File: config.mk
export PLATFORM = sky130hd
export DESIGN_NAME = seg_addr_gen
export DESIGN_NICKNAME = d
export VERILOG_FILES = /design/src/seg_addr_pkg.sv /design/src/seg_addr_gen.sv /design/src/seg_base_bank.sv
export SDC_FILE = /design/constraint.sdc
export NUM_CORES = 1
export LEC_CHECK = 0
export BUFFER_PORTS_ARGS = -buffer_cell sky130_fd_sc_hd__buf_2
export CORE_MARGIN = 4
export CORE_UTILIZATION = 50
export CTS_BUF_LIST = sky130_fd_sc_hd__clkbuf_16
export CTS_CLUSTER_DIAMETER = 120
export DETAILED_ROUTE_END_ITERATION = 12
export HOLD_SLACK_MARGIN = 0.1
export PLACE_DENSITY_LB_ADDON = 0.05
export SYNTH_ARGS = -nofsm -noshare
export SYNTH_HDL_FRONTEND = slang
export SYNTH_HIERARCHICAL = 1
export SYNTH_SLANG_ARGS = --single-unit
File: constraint.sdc
create_clock -name clk -period 13.7 [get_ports clk]
set_input_delay 2.055 -clock clk [delete_from_list [all_inputs] [get_ports clk]]
set_output_delay 2.055 -clock clk [all_outputs]
set_load 0.02 [all_outputs]
File: src/seg_addr_pkg.sv
// Package: offsets, field layout, flag positions, types for the address generator.
// Assumes a 32-bit Avalon-MM register bus with byte addresses.
package seg_addr_pkg;

   // ------------------------------------------------------------
   // Register byte offsets
   // ------------------------------------------------------------
   localparam logic [7:0] OFF_FLAGS = 8'h00;
   localparam logic [7:0] OFF_SEG_FIRST = 8'h04;
   localparam logic [7:0] OFF_SEG_LAST = 8'h10;
   localparam logic [7:0] OFF_GEN_BASE = 8'h14;
   localparam logic [7:0] OFF_FRAME_BASE = 8'h18;
   localparam logic [7:0] OFF_SRC_INDEX = 8'h1c;
   localparam logic [7:0] OFF_DST_INDEX = 8'h20;
   localparam logic [7:0] OFF_ADDR_CMD = 8'h24;
   localparam logic [7:0] OFF_OFFSET = 8'h28;
   localparam logic [7:0] OFF_PHYS = 8'h2c;
   localparam logic [7:0] OFF_OPERANDS = 8'h30;
   localparam logic [7:0] OFF_ALU_CTL = 8'h34;
   localparam logic [7:0] OFF_ALU_RESULT = 8'h38;
   localparam logic [7:0] OFF_EVENTS = 8'h3c;

   // ------------------------------------------------------------
   // Flag word layout and reset values
   // ------------------------------------------------------------
   localparam int CARRY_BIT = 0;
   localparam int PARITY_BIT = 2;
   localparam int ZERO_BIT = 6;
   localparam int SIGN_BIT = 7;
   localparam int TRAP_BIT = 8;
   localparam int IEN_BIT = 9;
   localparam int DIR_BIT = 10;
   localparam int OVF_BIT = 11;
   localparam logic [15:0] FLAGS_RESET = 16'h0000;
   localparam logic [15:0] FLAGS_MASK = 16'h0fd5;
   localparam logic [15:0] REG_RESET = 16'h0000;

   // Event register bits, ALU control bits
   localparam int EV_STEP = 0;
   localparam int EV_IRQ = 1;
   localparam int EV_STRING = 2;
   localparam int EV_WORD = 3;
   localparam int EV_CLR_STEP = 8;
   localparam int EV_CLR_IRQ = 9;
   localparam int ALU_SUB = 0;
   localparam int ALU_BYTE = 1;

   // Address arithmetic
   localparam int SEG_SHIFT = 4;
   localparam int PHYS_W = 20;
   localparam logic [15:0] STEP_BYTE = 16'h0001;
   localparam logic [15:0] STEP_WORD = 16'h0002;

   // ------------------------------------------------------------
   // Types
   // ------------------------------------------------------------
   typedef enum logic [1:0] {SEG_CODE = 2'h0, SEG_DATA = 2'h1, SEG_STACK = 2'h2, SEG_EXTRA = 2'h3} seg_t;
   typedef enum logic [1:0] {REF_CODE = 2'h0, REF_STACK = 2'h1, REF_STRING = 2'h2, REF_DATA = 2'h3} ref_t;
   typedef enum logic [2:0] {
      MODE_DIRECT = 3'h0, MODE_REG_IND = 3'h1, MODE_BASED = 3'h2,
      MODE_INDEXED = 3'h3, MODE_BASED_IDX = 3'h4, MODE_BASED_IDX_DISP = 3'h5
   } mode_t;
   typedef enum logic [2:0] {BUS_IDLE = 3'b001, BUS_FETCH = 3'b010, BUS_DONE = 3'b100} bus_st_t;

   // Address command word, bit 31 down to 0
   typedef struct packed {
      logic [4:0] spare;
      logic [1:0] ovr_seg;
      logic ovr_en;
      logic [1:0] ref_kind;
      logic disp_byte;
      logic idx_pick;
      logic base_pick;
      logic [2:0] mode;
      logic [15:0] disp;
   } addr_cmd_t;

   // Outcome of one ALU operation
   typedef struct packed {
      logic [15:0] res;
      logic cf;
      logic pf;
      logic zf;
      logic sf;
      logic of;
   } alu_out_t;

endpackage

File: src/seg_addr_gen.sv
// Segmented address generator and flag unit with an Avalon-MM slave.
// Assumes one clock at 25 MHz, software drives addresses and ALU events.
//
// Function
// - Sign flag bit 7 copies the result's top bit.
// - Trap flag bit 8 raises a step interrupt after an instruction, then clears.
// - Maskable requests are taken only while interrupt enable bit 9 is set.
// - Direction bit 10 set decrements string indexes, clear increments them.
// - Overflow bit 11 set when a signed result does not fit.
// - A segment spans up to 64K bytes from base and 16-bit offset.
// - Physical address is segment base shifted left four plus the offset.
// - Four 16-bit segment bases: code, data, stack, extra.
// - Prefetch and immediate fetches always use the code segment.
// - Stack operations and frame base references use the stack segment.
// - String references through the destination index use the extra segment unless the frame base is also used.
// - All other data references use the data segment.
// - An override prefix replaces the implicit segment choice except for code references.
// - Offset sums displacement, a base register and an index register.
// - Carry out of the 16-bit offset sum is dropped.
// - An 8-bit displacement is sign-extended to 16 bits first.
// - Direct mode offset is the displacement alone.
// - Register indirect offset is one of four address registers.
// - Based mode adds displacement and a base register.
// - Indexed mode adds displacement and an index register.
// - Based indexed mode adds one base and one index register.
// - Based indexed with displacement adds base, index and displacement.
// - Zero flag bit 6 set when the result is zero.
// - Carry flag bit 0 set on carry out or borrow into the top bit.
//
// The register addresses and the Avalon-MM register port were chosen for this implementation.
`timescale 1ns/1ns
module seg_addr_gen (
   input wire logic clk,
   input wire logic nrst,
   input wire logic [7:0] address,
   input wire logic read,
   input wire logic write,
   input wire logic [31:0] writedata,
   input wire logic [3:0] byteenable,
   output logic [31:0] readdata,
   output logic waitrequest,
   output logic [seg_addr_pkg::PHYS_W-1:0] phys_addr,
   output logic [15:0] flags_word,
   output logic step_irq,
   output logic vector_irq
);
   import seg_addr_pkg::*;

   // ------------------------------------------------------------
   // Helpers
   // ------------------------------------------------------------
   // Byte-lane merge of a write into an old value
   function automatic logic [31:0] lane_merge(logic [31:0] old, logic [31:0] nw, logic [3:0] be);
      logic [31:0] r;
      r = old;
      for (int i = 0; i < 4; i++) begin
         if (be[i]) begin
            r[8*i +: 8] = nw[8*i +: 8];
         end
      end
      return r;
   endfunction

   // Implicit or overridden segment for one address command
   function automatic seg_t pick_segment(addr_cmd_t c);
      logic based;
      logic frame;
      logic via_di;
      based = (c.mode == MODE_BASED) || (c.mode == MODE_BASED_IDX) || (c.mode == MODE_BASED_IDX_DISP);
      frame = (based && c.base_pick) || (c.mode == MODE_REG_IND && c.base_pick && c.idx_pick);
      via_di = ((c.mode == MODE_INDEXED || c.mode == MODE_BASED_IDX || c.mode == MODE_BASED_IDX_DISP)
               && c.idx_pick) || (c.mode == MODE_REG_IND && !c.base_pick && c.idx_pick);
      if (c.ref_kind == REF_CODE) begin
         return SEG_CODE;
      end else if (c.ovr_en) begin
         return seg_t'(c.ovr_seg);
      end else if (c.ref_kind == REF_STACK || frame) begin
         return SEG_STACK;
      end else if (c.ref_kind == REF_STRING && via_di) begin
         return SEG_EXTRA;
      end
      return SEG_DATA;
   endfunction

   // ------------------------------------------------------------
   // State
   // ------------------------------------------------------------
   bus_st_t st_q, st_d;
   logic waitrequest_q;
   logic [31:0] readdata_q, rd_mux;
   logic [15:0] flags_q, flags_d;
   logic [15:0] gen_base_q, frame_base_q, src_index_q, dst_index_q;
   logic [15:0] alu_ctl_q, alu_res_q;
   addr_cmd_t cmd_q;
   logic calc_go_q, calc_s1_q;
   logic [15:0] offset_q;
   seg_t seg_sel_q;
   logic [PHYS_W-1:0] phys_q;
   logic step_irq_q, vector_irq_q;
   logic [15:0] seg_rd_a, seg_rd_b;

   // ------------------------------------------------------------
   // Bus decode
   // ------------------------------------------------------------
   // Writes commit on the edge that ends the low waitrequest cycle
   wire req = read | write;
   wire commit = (st_q == BUS_DONE) && write;
   wire [2:0] seg_word = address[4:2] - 3'h1;
   wire seg_t bus_seg = seg_t'(seg_word[1:0]);
   wire seg_hit = (address >= OFF_SEG_FIRST) && (address <= OFF_SEG_LAST) && (address[1:0] == 2'h0);
   wire wr_flags = commit && (address == OFF_FLAGS);
   wire wr_seg = commit && seg_hit;
   wire wr_cmd = commit && (address == OFF_ADDR_CMD);
   wire alu_go = commit && (address == OFF_OPERANDS);
   wire ev_go = commit && (address == OFF_EVENTS);
   wire str_go = ev_go && writedata[EV_STRING];
   wire [31:0] wd_flags = lane_merge({16'h0000, flags_q}, writedata, byteenable);
   wire [31:0] wd_seg = lane_merge({16'h0000, seg_rd_a}, writedata, byteenable);

   // Bus handshake sequencing
   always_comb begin
      case (st_q)
         BUS_IDLE: st_d = req ? BUS_FETCH : BUS_IDLE;
         BUS_FETCH: st_d = BUS_DONE;
         BUS_DONE: st_d = BUS_IDLE;
         default: st_d = BUS_IDLE;
      endcase
   end

   // Read data selection, unmapped reads return zero
   always_comb begin
      case (address)
         OFF_FLAGS: rd_mux = {16'h0000, flags_q};
         OFF_GEN_BASE: rd_mux = {16'h0000, gen_base_q};
         OFF_FRAME_BASE: rd_mux = {16'h0000, frame_base_q};
         OFF_SRC_INDEX: rd_mux = {16'h0000, src_index_q};
         OFF_DST_INDEX: rd_mux = {16'h0000, dst_index_q};
         OFF_ADDR_CMD: rd_mux = cmd_q;
         OFF_OFFSET: rd_mux = {16'h0000, offset_q};
         OFF_PHYS: rd_mux = {12'h000, phys_q};
         OFF_ALU_CTL: rd_mux = {16'h0000, alu_ctl_q};
         OFF_ALU_RESULT: rd_mux = {16'h0000, alu_res_q};
         OFF_EVENTS: rd_mux = {30'h0, vector_irq_q, step_irq_q};
         default: rd_mux = seg_hit ? {16'h0000, seg_rd_a} : 32'h00000000;
      endcase
   end

   // Bus state, waitrequest and read data
   always_ff @(posedge clk or negedge nrst) begin
      if (!nrst) begin
         st_q <= BUS_IDLE;
         waitrequest_q <= 1'b1;
         readdata_q <= 32'h00000000;
      end else begin
         st_q <= st_d;
         waitrequest_q <= (st_d != BUS_DONE);
         if (st_q == BUS_FETCH) begin
            readdata_q <= rd_mux;
         end
      end
   end

   // ------------------------------------------------------------
   // Segment bases
   // ------------------------------------------------------------
   // Port A serves the bus, port B serves address generation
   seg_base_bank u_bank (
      .clk(clk),
      .nrst(nrst),
      .wr_en(wr_seg),
      .wr_idx(bus_seg),
      .wr_data(wd_seg[15:0]),
      .rd_a_idx(bus_seg),
      .rd_a_q(seg_rd_a),
      .rd_b_idx(pick_segment(cmd_q)),
      .rd_b_q(seg_rd_b)
   );

   // ------------------------------------------------------------
   // ALU flag evaluation
   // ------------------------------------------------------------
   // Byte operands are moved to the top so bit 15 is always the sign
   wire sub = alu_ctl_q[ALU_SUB];
   wire bmode = alu_ctl_q[ALU_BYTE];
   wire [15:0] op_a = bmode ? {writedata[7:0], 8'h00} : writedata[15:0];
   wire [15:0] op_b = bmode ? {writedata[23:16], 8'h00} : writedata[31:16];
   wire [16:0] sum17 = sub ? ({1'b0, op_a} - {1'b0, op_b}) : ({1'b0, op_a} + {1'b0, op_b});
   wire [15:0] r16 = sum17[15:0];
   wire sign_in = sub ? (op_a[15] ^ op_b[15]) : ~(op_a[15] ^ op_b[15]);
   alu_out_t alu_o;
   assign alu_o.res = bmode ? {8'h00, r16[15:8]} : r16;
   assign alu_o.cf = sum17[16];
   assign alu_o.pf = ~^(bmode ? r16[15:8] : r16[7:0]);
   assign alu_o.zf = (r16 == 16'h0000);
   assign alu_o.sf = r16[15];
   assign alu_o.of = sign_in & (r16[15] ^ op_a[15]);

   // Flag word next value; bus writes and ALU events never share a cycle
   always_comb begin
      flags_d = flags_q;
      if (wr_flags) begin
         flags_d = wd_flags[15:0] & FLAGS_MASK;
      end else if (alu_go) begin
         flags_d[CARRY_BIT] = alu_o.cf;
         flags_d[PARITY_BIT] = alu_o.pf;
         flags_d[ZERO_BIT] = alu_o.zf;
         flags_d[SIGN_BIT] = alu_o.sf;
         flags_d[OVF_BIT] = alu_o.of;
      end else if (ev_go && writedata[EV_STEP] && flags_q[TRAP_BIT]) begin
         flags_d[TRAP_BIT] = 1'b0;
      end
   end

   // ------------------------------------------------------------
   // Events and pending interrupts
   // ------------------------------------------------------------
   // A set in the same write as its clear wins
   wire step_set = ev_go && writedata[EV_STEP] && flags_q[TRAP_BIT];
   wire irq_set = ev_go && writedata[EV_IRQ] && flags_q[IEN_BIT];
   wire step_clr = ev_go && writedata[EV_CLR_STEP];
   wire irq_clr = ev_go && writedata[EV_CLR_IRQ];
   wire [15:0] str_step = writedata[EV_WORD] ? STEP_WORD : STEP_BYTE;

   // Flags, pending interrupts, ALU result
   always_ff @(posedge clk or negedge nrst) begin
      if (!nrst) begin
         flags_q <= FLAGS_RESET;
         step_irq_q <= 1'b0;
         vector_irq_q <= 1'b0;
         alu_ctl_q <= REG_RESET;
         alu_res_q <= REG_RESET;
      end else begin
         flags_q <= flags_d;
         step_irq_q <= step_set | (step_irq_q & ~step_clr);
         vector_irq_q <= irq_set | (vector_irq_q & ~irq_clr);
         if (commit && address == OFF_ALU_CTL) begin
            alu_ctl_q <= writedata[15:0];
         end
         if (alu_go) begin
            alu_res_q <= alu_o.res;
         end
      end
   end

   // Address registers; string steps follow the direction flag
   always_ff @(posedge clk or negedge nrst) begin
      if (!nrst) begin
         gen_base_q <= REG_RESET;
         frame_base_q <= REG_RESET;
         src_index_q <= REG_RESET;
         dst_index_q <= REG_RESET;
      end else begin
         if (commit && address == OFF_GEN_BASE) begin
            gen_base_q <= writedata[15:0];
         end
         if (commit && address == OFF_FRAME_BASE) begin
            frame_base_q <= writedata[15:0];
         end
         if (commit && address == OFF_SRC_INDEX) begin
            src_index_q <= writedata[15:0];
         end else if (str_go) begin
            src_index_q <= flags_q[DIR_BIT] ? src_index_q - str_step : src_index_q + str_step;
         end
         if (commit && address == OFF_DST_INDEX) begin
            dst_index_q <= writedata[15:0];
         end else if (str_go) begin
            dst_index_q <= flags_q[DIR_BIT] ? dst_index_q - str_step : dst_index_q + str_step;
         end
      end
   end

   // ------------------------------------------------------------
   // Effective offset and physical address
   // ------------------------------------------------------------
   // Element selection; sums wrap within 16 bits
   wire [15:0] disp_ext = cmd_q.disp_byte ? {{8{cmd_q.disp[7]}}, cmd_q.disp[7:0]} : cmd_q.disp;
   wire [15:0] base_val = cmd_q.base_pick ? frame_base_q : gen_base_q;
   wire [15:0] idx_val = cmd_q.idx_pick ? dst_index_q : src_index_q;
   wire [15:0] ind_base = cmd_q.idx_pick ? frame_base_q : gen_base_q;
   wire [15:0] ind_val = cmd_q.base_pick ? ind_base : idx_val;
   wire [15:0] off_based = disp_ext + base_val;
   wire [15:0] off_indexed = disp_ext + idx_val;
   wire [15:0] off_bi = base_val + idx_val;
   wire [15:0] off_bid = off_bi + disp_ext;
   wire [15:0] eff_off = (cmd_q.mode == MODE_REG_IND) ? ind_val :
                         (cmd_q.mode == MODE_BASED) ? off_based :
                         (cmd_q.mode == MODE_INDEXED) ? off_indexed :
                         (cmd_q.mode == MODE_BASED_IDX) ? off_bi :
                         (cmd_q.mode == MODE_BASED_IDX_DISP) ? off_bid : disp_ext;
   wire [PHYS_W-1:0] seg_shift = {seg_rd_b, {SEG_SHIFT{1'b0}}};
   wire [PHYS_W-1:0] phys_sum = seg_shift + {{SEG_SHIFT{1'b0}}, offset_q};

   // Three-stage command pipe: command, offset and segment, physical address
   always_ff @(posedge clk or negedge nrst) begin
      if (!nrst) begin
         cmd_q <= '0;
         calc_go_q <= 1'b0;
         calc_s1_q <= 1'b0;
         offset_q <= REG_RESET;
         seg_sel_q <= SEG_CODE;
         phys_q <= '0;
      end else begin
         calc_go_q <= wr_cmd;
         calc_s1_q <= calc_go_q;
         if (wr_cmd) begin
            cmd_q <= lane_merge(cmd_q, writedata, byteenable);
         end
         if (calc_go_q) begin
            offset_q <= eff_off;
            seg_sel_q <= pick_segment(cmd_q);
         end
         if (calc_s1_q) begin
            phys_q <= phys_sum;
         end
      end
   end

   // Outputs straight from registers
   assign readdata = readdata_q;
   assign waitrequest = waitrequest_q;
   assign phys_addr = phys_q;
   assign flags_word = flags_q;
   assign step_irq = step_irq_q;
   assign vector_irq = vector_irq_q;
endmodule

File: src/seg_base_bank.sv
// Four segment base registers with two registered read ports.
// Assumes one write per cycle from the bus side.
`timescale 1ns/1ns
module seg_base_bank (
   input wire logic clk,
   input wire logic nrst,
   input wire logic wr_en,
   input wire seg_addr_pkg::seg_t wr_idx,
   input wire logic [15:0] wr_data,
   input wire seg_addr_pkg::seg_t rd_a_idx,
   output logic [15:0] rd_a_q,
   input wire seg_addr_pkg::seg_t rd_b_idx,
   output logic [15:0] rd_b_q
);
   import seg_addr_pkg::*;

   logic [15:0] base_q [4];

   // ------------------------------------------------------------
   // Storage
   // ------------------------------------------------------------
   genvar g;
   generate
      for (g = 0; g < 4; g++) begin : g_seg
         // One base per segment
         always_ff @(posedge clk or negedge nrst) begin
            if (!nrst) begin
               base_q[g] <= REG_RESET;
            end else if (wr_en && (wr_idx == seg_t'(g))) begin
               base_q[g] <= wr_data;
            end
         end
      end
   endgenerate

   // Registered read ports
   always_ff @(posedge clk or negedge nrst) begin
      if (!nrst) begin
         rd_a_q <= REG_RESET;
         rd_b_q <= REG_RESET;
      end else begin
         rd_a_q <= base_q[rd_a_idx];
         rd_b_q <= base_q[rd_b_idx];
      end
   end
endmodule

Word level (Yosys, flattened, before mapping)
Index checks and enable logic that the tools add are counted.
{ "totals": {"register_bits": 309, "in_bits": 48} }
{ "op_classes": {"addsub": 12, "order_cmp": 4, "n_eq_ne": 28, "mux": 56, "n_bitwise": 13, "n_reduce_logical": 58} }
{ "ops": {"columns": ["op", "count"], "rows": [
  ["two-way mux 16 bit", 24],
  ["case mux 32 bit (11 select lines)", 1],
  ["adder 16 bit", 4],
  ["binary-select mux 16 bit (select 2 bit)", 2],
  ["equality test 8 x 6 -> 1 bit, second input constant", 8],
  ["adder 16 x 2 -> 16 bit", 2],
  ["two-way mux 8 bit", 4],
  ["subtractor 16 x 2 -> 16 bit", 2],
  ["logical AND 1 bit", 31],
  ["equality test 8 x 5 -> 1 bit, second input constant", 3],
  ["adder 20 x 16 -> 20 bit", 1],
  ["adder 16 x 16 -> 17 bit", 1],
  ["two-way mux 17 bit", 1],
  ["subtractor 16 x 16 -> 17 bit", 1],
  ["zero test 16 bit", 1],
  ["two-way mux 2 bit", 8],
  ["AND reduction 2 bit", 8],
  ["two-way mux 1 bit", 13],
  ["equality test 3 x 2 -> 1 bit, second input constant", 3],
  ["equality test 3 bit, second input constant", 3],
  ["greater-or-equal comparator 8 x 3 -> 1 bit, second input constant", 1],
  ["<= comparator 8 x 5 -> 1 bit, second input constant", 1],
  ["zero test 8 bit", 1],
  ["nonzero test 2 bit", 4],
  ["other kinds (20)", 43]
]} }

Logic depth before layout (Yosys ltp)
{ "depth": {"word_depth": 15, "depth_mapped": 24, "depth_no_buf": 22} }

Hierarchy
Netlist, hierarchy kept.
{ "modules_own_cells": {"columns": ["module", "n_inst", "cells_per_inst", "area_per_inst_um2"], "rows": [
  ["seg_addr_gen", 1, 1896, 16913.7],
  ["seg_base_bank", 1, 208, 3975.1]
]} }

Worst setup path after synthesis
Ideal clock, no wire load.
{ "synth_path": {"path_type": "input -> register", "startpoint": "input writedata[16]", "endpoint": "register flags_q[2] (netlist: flags_word[2])", "setup_time_ns": 0.129, "arrival_ns": 5.643, "path_slack_ns": 7.928, "path_stages": 17, "path_buffers": 1, "cell_sequence": "clkbuf_1 nand2_1 ha_1 nor2b_1 a31oi_1 ha_1 nor2b_1 o31a_1 o221a_2 o41ai_4 or4b_1 o211ai_2 xnor2_1 a21oi_2 xnor3_1 xnor2_1 o21ai_1"} }
{ "synth_via": {"elab_chain_len": 7, "word_cells_on_any_way": 8} }
{ "synth_rtl": {"columns": ["item", "line", "rtl"], "rows": [
  ["start: declaration", "seg_addr_gen.sv:38", "input wire logic [31:0] writedata,"],
  ["two-way mux 16 bit *", "seg_addr_gen.sv:186", "wire [15:0] op_b = bmode ? {writedata[23:16], 8'h00} : writedata[31:16];"],
  ["adder 16 x 16 -> 17 bit or subtractor 16 x 16 -> 17 bit (tied branches)", "seg_addr_gen.sv:187", "wire [16:0] sum17 = sub ? ({1'b0, op_a} - {1'b0, op_b}) : ({1'b0, op_a} + {1'b0, op_b});"],
  ["two-way mux 17 bit *", "seg_addr_gen.sv:187", null],
  ["two-way mux 8 bit *", "seg_addr_gen.sv:193", "assign alu_o.pf = ~^(bmode ? r16[15:8] : r16[7:0]);"],
  ["XNOR reduction 8 bit *", "seg_addr_gen.sv:193", null],
  ["two-way mux 1 bit *", "seg_addr_gen.sv:203", "end else if (alu_go) begin"],
  ["two-way mux 1 bit *", "seg_addr_gen.sv:201", "if (wr_flags) begin"],
  ["end signal: assignment", "seg_addr_gen.sv:233", "flags_q <= flags_d;"],
  ["end: declaration", "seg_addr_gen.sv:91", "logic [15:0] flags_q, flags_d;"]
]} }
Every way passes the cells marked *; elsewhere a longest branch is shown, timed or not. The select of a mux whose other input is x is not followed.
A chain may end at the register's enable or synchronous reset.

Worst setup path after layout
{ "layout_path": {"startpoint": "input writedata[19]", "endpoint": "register flags_q[11] (netlist: flags_word[11])"} }
{ "layout_via": {"elab_chain_len": 7, "word_cells_on_any_way": 8} }
{ "layout_rtl": {"columns": ["item", "line", "rtl"], "rows": [
  ["two-way mux 16 bit *", "seg_addr_gen.sv:186", null],
  ["adder 16 x 16 -> 17 bit or subtractor 16 x 16 -> 17 bit (tied branches)", "seg_addr_gen.sv:187", null],
  ["two-way mux 17 bit *", "seg_addr_gen.sv:187", null],
  ["bitwise XOR 1 bit *", "seg_addr_gen.sv:196", "assign alu_o.of = sign_in & (r16[15] ^ op_a[15]);"],
  ["AND 1 bit *", "seg_addr_gen.sv:196", null],
  ["two-way mux 1 bit *", "seg_addr_gen.sv:203", null],
  ["two-way mux 1 bit *", "seg_addr_gen.sv:201", null]
]} }
Marks and branches as above.

==> results.toml <==
[placed_design]
dp.final_hpwl_um = 52400
rd_place_congestion = 0.919
post-place-cells = 2678
count_of_input_and_output_buffers = 111
placement.setup.worst_slack_ps = 7540

[global_routing]
met2_track_demand_over_resource_pct = 50.0
grt_util_met1_pct = 41.1
first_global_vias = 17500
grt-ovfl-total = 0
maximum_number_of_pins_on_one_net_before_global_route_repair = 120
gr-usage-all-layers_pct = 31.2
busiest_layer = "met2"
grt_antenna_before_repair = 2
grt_use_met3_pct = 7.42
grt_pass1_wl_um = 107000

[critical_path]
setup.worst_path.class = "in -> reg"
r2r_cells = 21
rrSetupSlack_ps = 8080
cp_max_fo = 6
timing.critical_path.from_type = "primary input"
critical_path_required_ps = 14110
end_kind = "flop"
r2r_start = "cmd_q[19]"
critPathArrivalTime_ps = 6090
reg2reg_to = "offset_q[15]"

[final_layout]
top_library_cells_by_usage_in_the_layout_fill_and_taps_aside = "sky130_fd_sc_hd__dfrtp_1, sky130_fd_sc_hd__mux2_2, sky130_fd_sc_hd__a21oi_1"
multi_input_area_um2 = 12500
layout-area-overhead-vs-synth_pct = 10.5
leading_cell_type_in_the_layout_fill_and_taps_excluded = "sky130_fd_sc_hd__dfrtp_1"
final-seq-area_um2 = 7740
finish.net_count = 2365
fillers = 3669
stdcell_count = 2743
drive_above_1_share_pct = 21.4
fin_util_pct = 56.2

[logic_synthesis]
synth_edf_count = 0
synth_cells = 2104
synthesis.area_um2 = 20900
synth_flop_cell = "sky130_fd_sc_hd__dfrtp_1"
postSynthAreaPerCell_um2 = 9.93
synth_cell_types = 81
synth-seq-cells = 309
ys_warn_count = 6
synth_sequential_area_ratio_pct = 37.0
asyncSetResetFlopFracSynth_pct = 100

[clocking]
clock-root-buffer = "sky130_fd_sc_hd__clkbuf_16"
cts_hold_buffers = 0
tritoncts.num_buffers = 35
clk_pin_slew_ps = 60
ctsHtreeMaxLevel = 2
clock_sink_count = 309
clock_latency_ps = 540
resized_gates_after_cts = 0
cts_setup_buffers = 0
tritoncts_clock_tree = "yes"
maximum_buffer_depth_of_the_clock_tree = 3

[routing]
vias_per_inst = 6.43
dr.first_iter.drc_count = 1534
post-route-drc-count = 0
final_antenna_net_count = 0
detail_route.wirelength_um = 71200
detail_route.wl_per_cell_um = 26.0
routed-via-count = 17600
drt-pass1-iter-count = 6

[timing]
hold_violations = 0
layout_min_cycle_time_ps = 5680
setup_violations = 0
relSlewSlack_pct = 24.0
final-max-slew-violation-count = 0
grt_setup_unrepaired = "no"
final.period_utilization_pct = 41.5
setup_total_negative_slack_ps = 0
finClkSkew_ps = 14.2
worst_slack_ps = 8020
timing_worst_slew_pin_value_ps = 1130
hold_ws_ps = 468
achievable-frequency_mhz = 176

[hold_path]
hp-start = "readdata[28]"
whs_endpoint = "readdata[28]"
worst_hold_path_type = "reg -> reg"
hold_path_depth = 2

[power_and_ir_drop]
max-vdd-ir-drop_mv = 0.0871
power.density_cell_area_nw_per_um2 = 97.9
power.leakage_nw = 11.0

[status]
run_status = "complete, no violations"

[floorplan]
floorplan.die.height_um = 212
core_area_um2 = 41100
effective_utilization_at_floorplan_pct = 50.8
die_x_um = 212
fp-row-count = 74
design.die.area_um2 = 45100
io-pin-count = 119

[flow_run]
timing.max_cap.violations = 0
-- logic make-up (layout without fill, tap and decap cells) --
family | after synthesis | after routing | share of synthesized area, %
AOI/OAI and AO/OA | 587 | 587 | 18.3
and+or+nand+nor | 494 | 494 | 11.0
DFF | 309 | 309 | 37.0
muxes | 285 | 285 | 16.9
buffers and inverters | 181 | 281 | 3.55
adders and majority gates | 134 | 134 | 8.31
xor gates and xnor gates | 113 | 113 | 4.87
other | 1 | 8 | 0.0180
-- layout make-up --
| type | count | share of cell area, % |
|---|---|---|
| Clock buffer | 36 | 3.90 |
| Timing Repair Buffer | 147 | 3.62 |
| Tap cell | 532 | 2.88 |
| Multi-Input combinational cell | 1620 | 54.1 |
| Sequential cell | 309 | 33.5 |
| Antenna cell | 1 | 0.0108 |
| Clock inverter | 28 | 0.813 |
| Inverter | 70 | 1.14 |
-- registers in the layout, indices dropped and copies added (netlist names), 20 cells and up --
name and count:
u_bank/base_q 64, readdata 32, phys_addr 20, cmd_q 32
-- critical path, cell delays in order --
cell and delay (ps):
sky130_fd_sc_hd__buf_2 150, sky130_fd_sc_hd__nor2_1 270, sky130_fd_sc_hd__nand2_1 120, sky130_fd_sc_hd__nor4_1 260
sky130_fd_sc_hd__nand2b_1 120, sky130_fd_sc_hd__nor3_1 140, sky130_fd_sc_hd__a21oi_1 60, sky130_fd_sc_hd__nor3_1 200
sky130_fd_sc_hd__nor2_1 80, sky130_fd_sc_hd__xor2_1 190, sky130_fd_sc_hd__ha_1 260, sky130_fd_sc_hd__or4_1 530
sky130_fd_sc_hd__o22ai_1 140, sky130_fd_sc_hd__a21oi_1 80, sky130_fd_sc_hd__a21o_1 210, sky130_fd_sc_hd__a21oi_1 180
sky130_fd_sc_hd__xor2_1 400, sky130_fd_sc_hd__mux2i_1 260, sky130_fd_sc_hd__o21ai_0 90, sky130_fd_sc_hd__mux2_2 280
-- metrics by stage --
step | power (mW) | cell area [um^2]
6_report | 2.26 | 23100
3_3_place_gp | 1.36 | 22000
2_1_floorplan | 1.22 | 20900
4_1_cts | 2.27 | 23100
3_5_place_dp | 1.37 | 22000
5_1_grt | 2.34 | 23100
-- metal layers --
layer	vias up	share of wire, %
met4	4	4.6
met5	-	0.024
met2	722	46
met3	181	8.3
met1	8782	41
li1	7942	-
-- power by group --
group / internal (mW) / switching (mW) / total (mW) / leakage (nW)
clock network: 0.516 / 0.391 / 0.906 / 0.555
logic: 0.123 / 0.235 / 0.358 / 6.18
registers: 0.956 / 0.0396 / 0.996 / 4.26
total: 1.60 / 0.665 / 2.26 / 11.0
-- cell usage after synthesis, types with 10 or more instances --
library cell               number  area share (%)
sky130_fd_sc_hd__dfrtp_1      307              37
sky130_fd_sc_hd__mux2_2       215              12
sky130_fd_sc_hd__a21oi_1      185             4.4
sky130_fd_sc_hd__nor2_1       153             2.7
sky130_fd_sc_hd__nand2_1      150             2.7
sky130_fd_sc_hd__ha_1         126             7.5
sky130_fd_sc_hd__o21ai_0      104             2.5
sky130_fd_sc_hd__clkbuf_1      83             1.5
sky130_fd_sc_hd__xnor2_1       76             3.2
sky130_fd_sc_hd__a22oi_1       70             2.5
sky130_fd_sc_hd__inv_1         67             1.2
sky130_fd_sc_hd__nand3_1       44             1.1
sky130_fd_sc_hd__nor3_1        39            0.93
sky130_fd_sc_hd__mux2i_1       37             1.8
sky130_fd_sc_hd__xor2_1        35             1.5
sky130_fd_sc_hd__mux4_2        33             3.6
sky130_fd_sc_hd__a21o_1        32             1.2
sky130_fd_sc_hd__nor2b_1       25            0.75
sky130_fd_sc_hd__o211ai_1      20            0.72
sky130_fd_sc_hd__nand4_1       17            0.51
sky130_fd_sc_hd__a31oi_1       16            0.48
sky130_fd_sc_hd__o21a_1        16            0.58
sky130_fd_sc_hd__a211oi_1      15            0.54
sky130_fd_sc_hd__o21bai_1      13            0.47
sky130_fd_sc_hd__o31ai_1       12            0.43
sky130_fd_sc_hd__a221oi_1      11            0.46
sky130_fd_sc_hd__a22o_1        11            0.46
sky130_fd_sc_hd__buf_1         11            0.20
sky130_fd_sc_hd__nand2b_1      11            0.33
sky130_fd_sc_hd__a221o_1       10            0.48
sky130_fd_sc_hd__a222oi_1      10            0.48
sky130_fd_sc_hd__buf_4         10            0.36
-- worst max path at each step --
| stage | cells after the start | start | slack [ps] | to |
|---|---|---|---|---|
| after floorplan | 17 | writedata[16] | 7930 | flags_word[2] |
| after global placement | 17 | writedata[16] | 7590 | flags_word[2] |
| after detailed placement | 16 | writedata[16] | 7540 | flags_word[2] |
| after CTS | 16 | writedata[16] | 8090 | flags_word[2] |
| after global routing | 20 | writedata[19] | 7490 | flags_word[11] |
| final | 20 | writedata[19] | 8020 | flags_word[11] |
(Power assumes the default switching activity.)
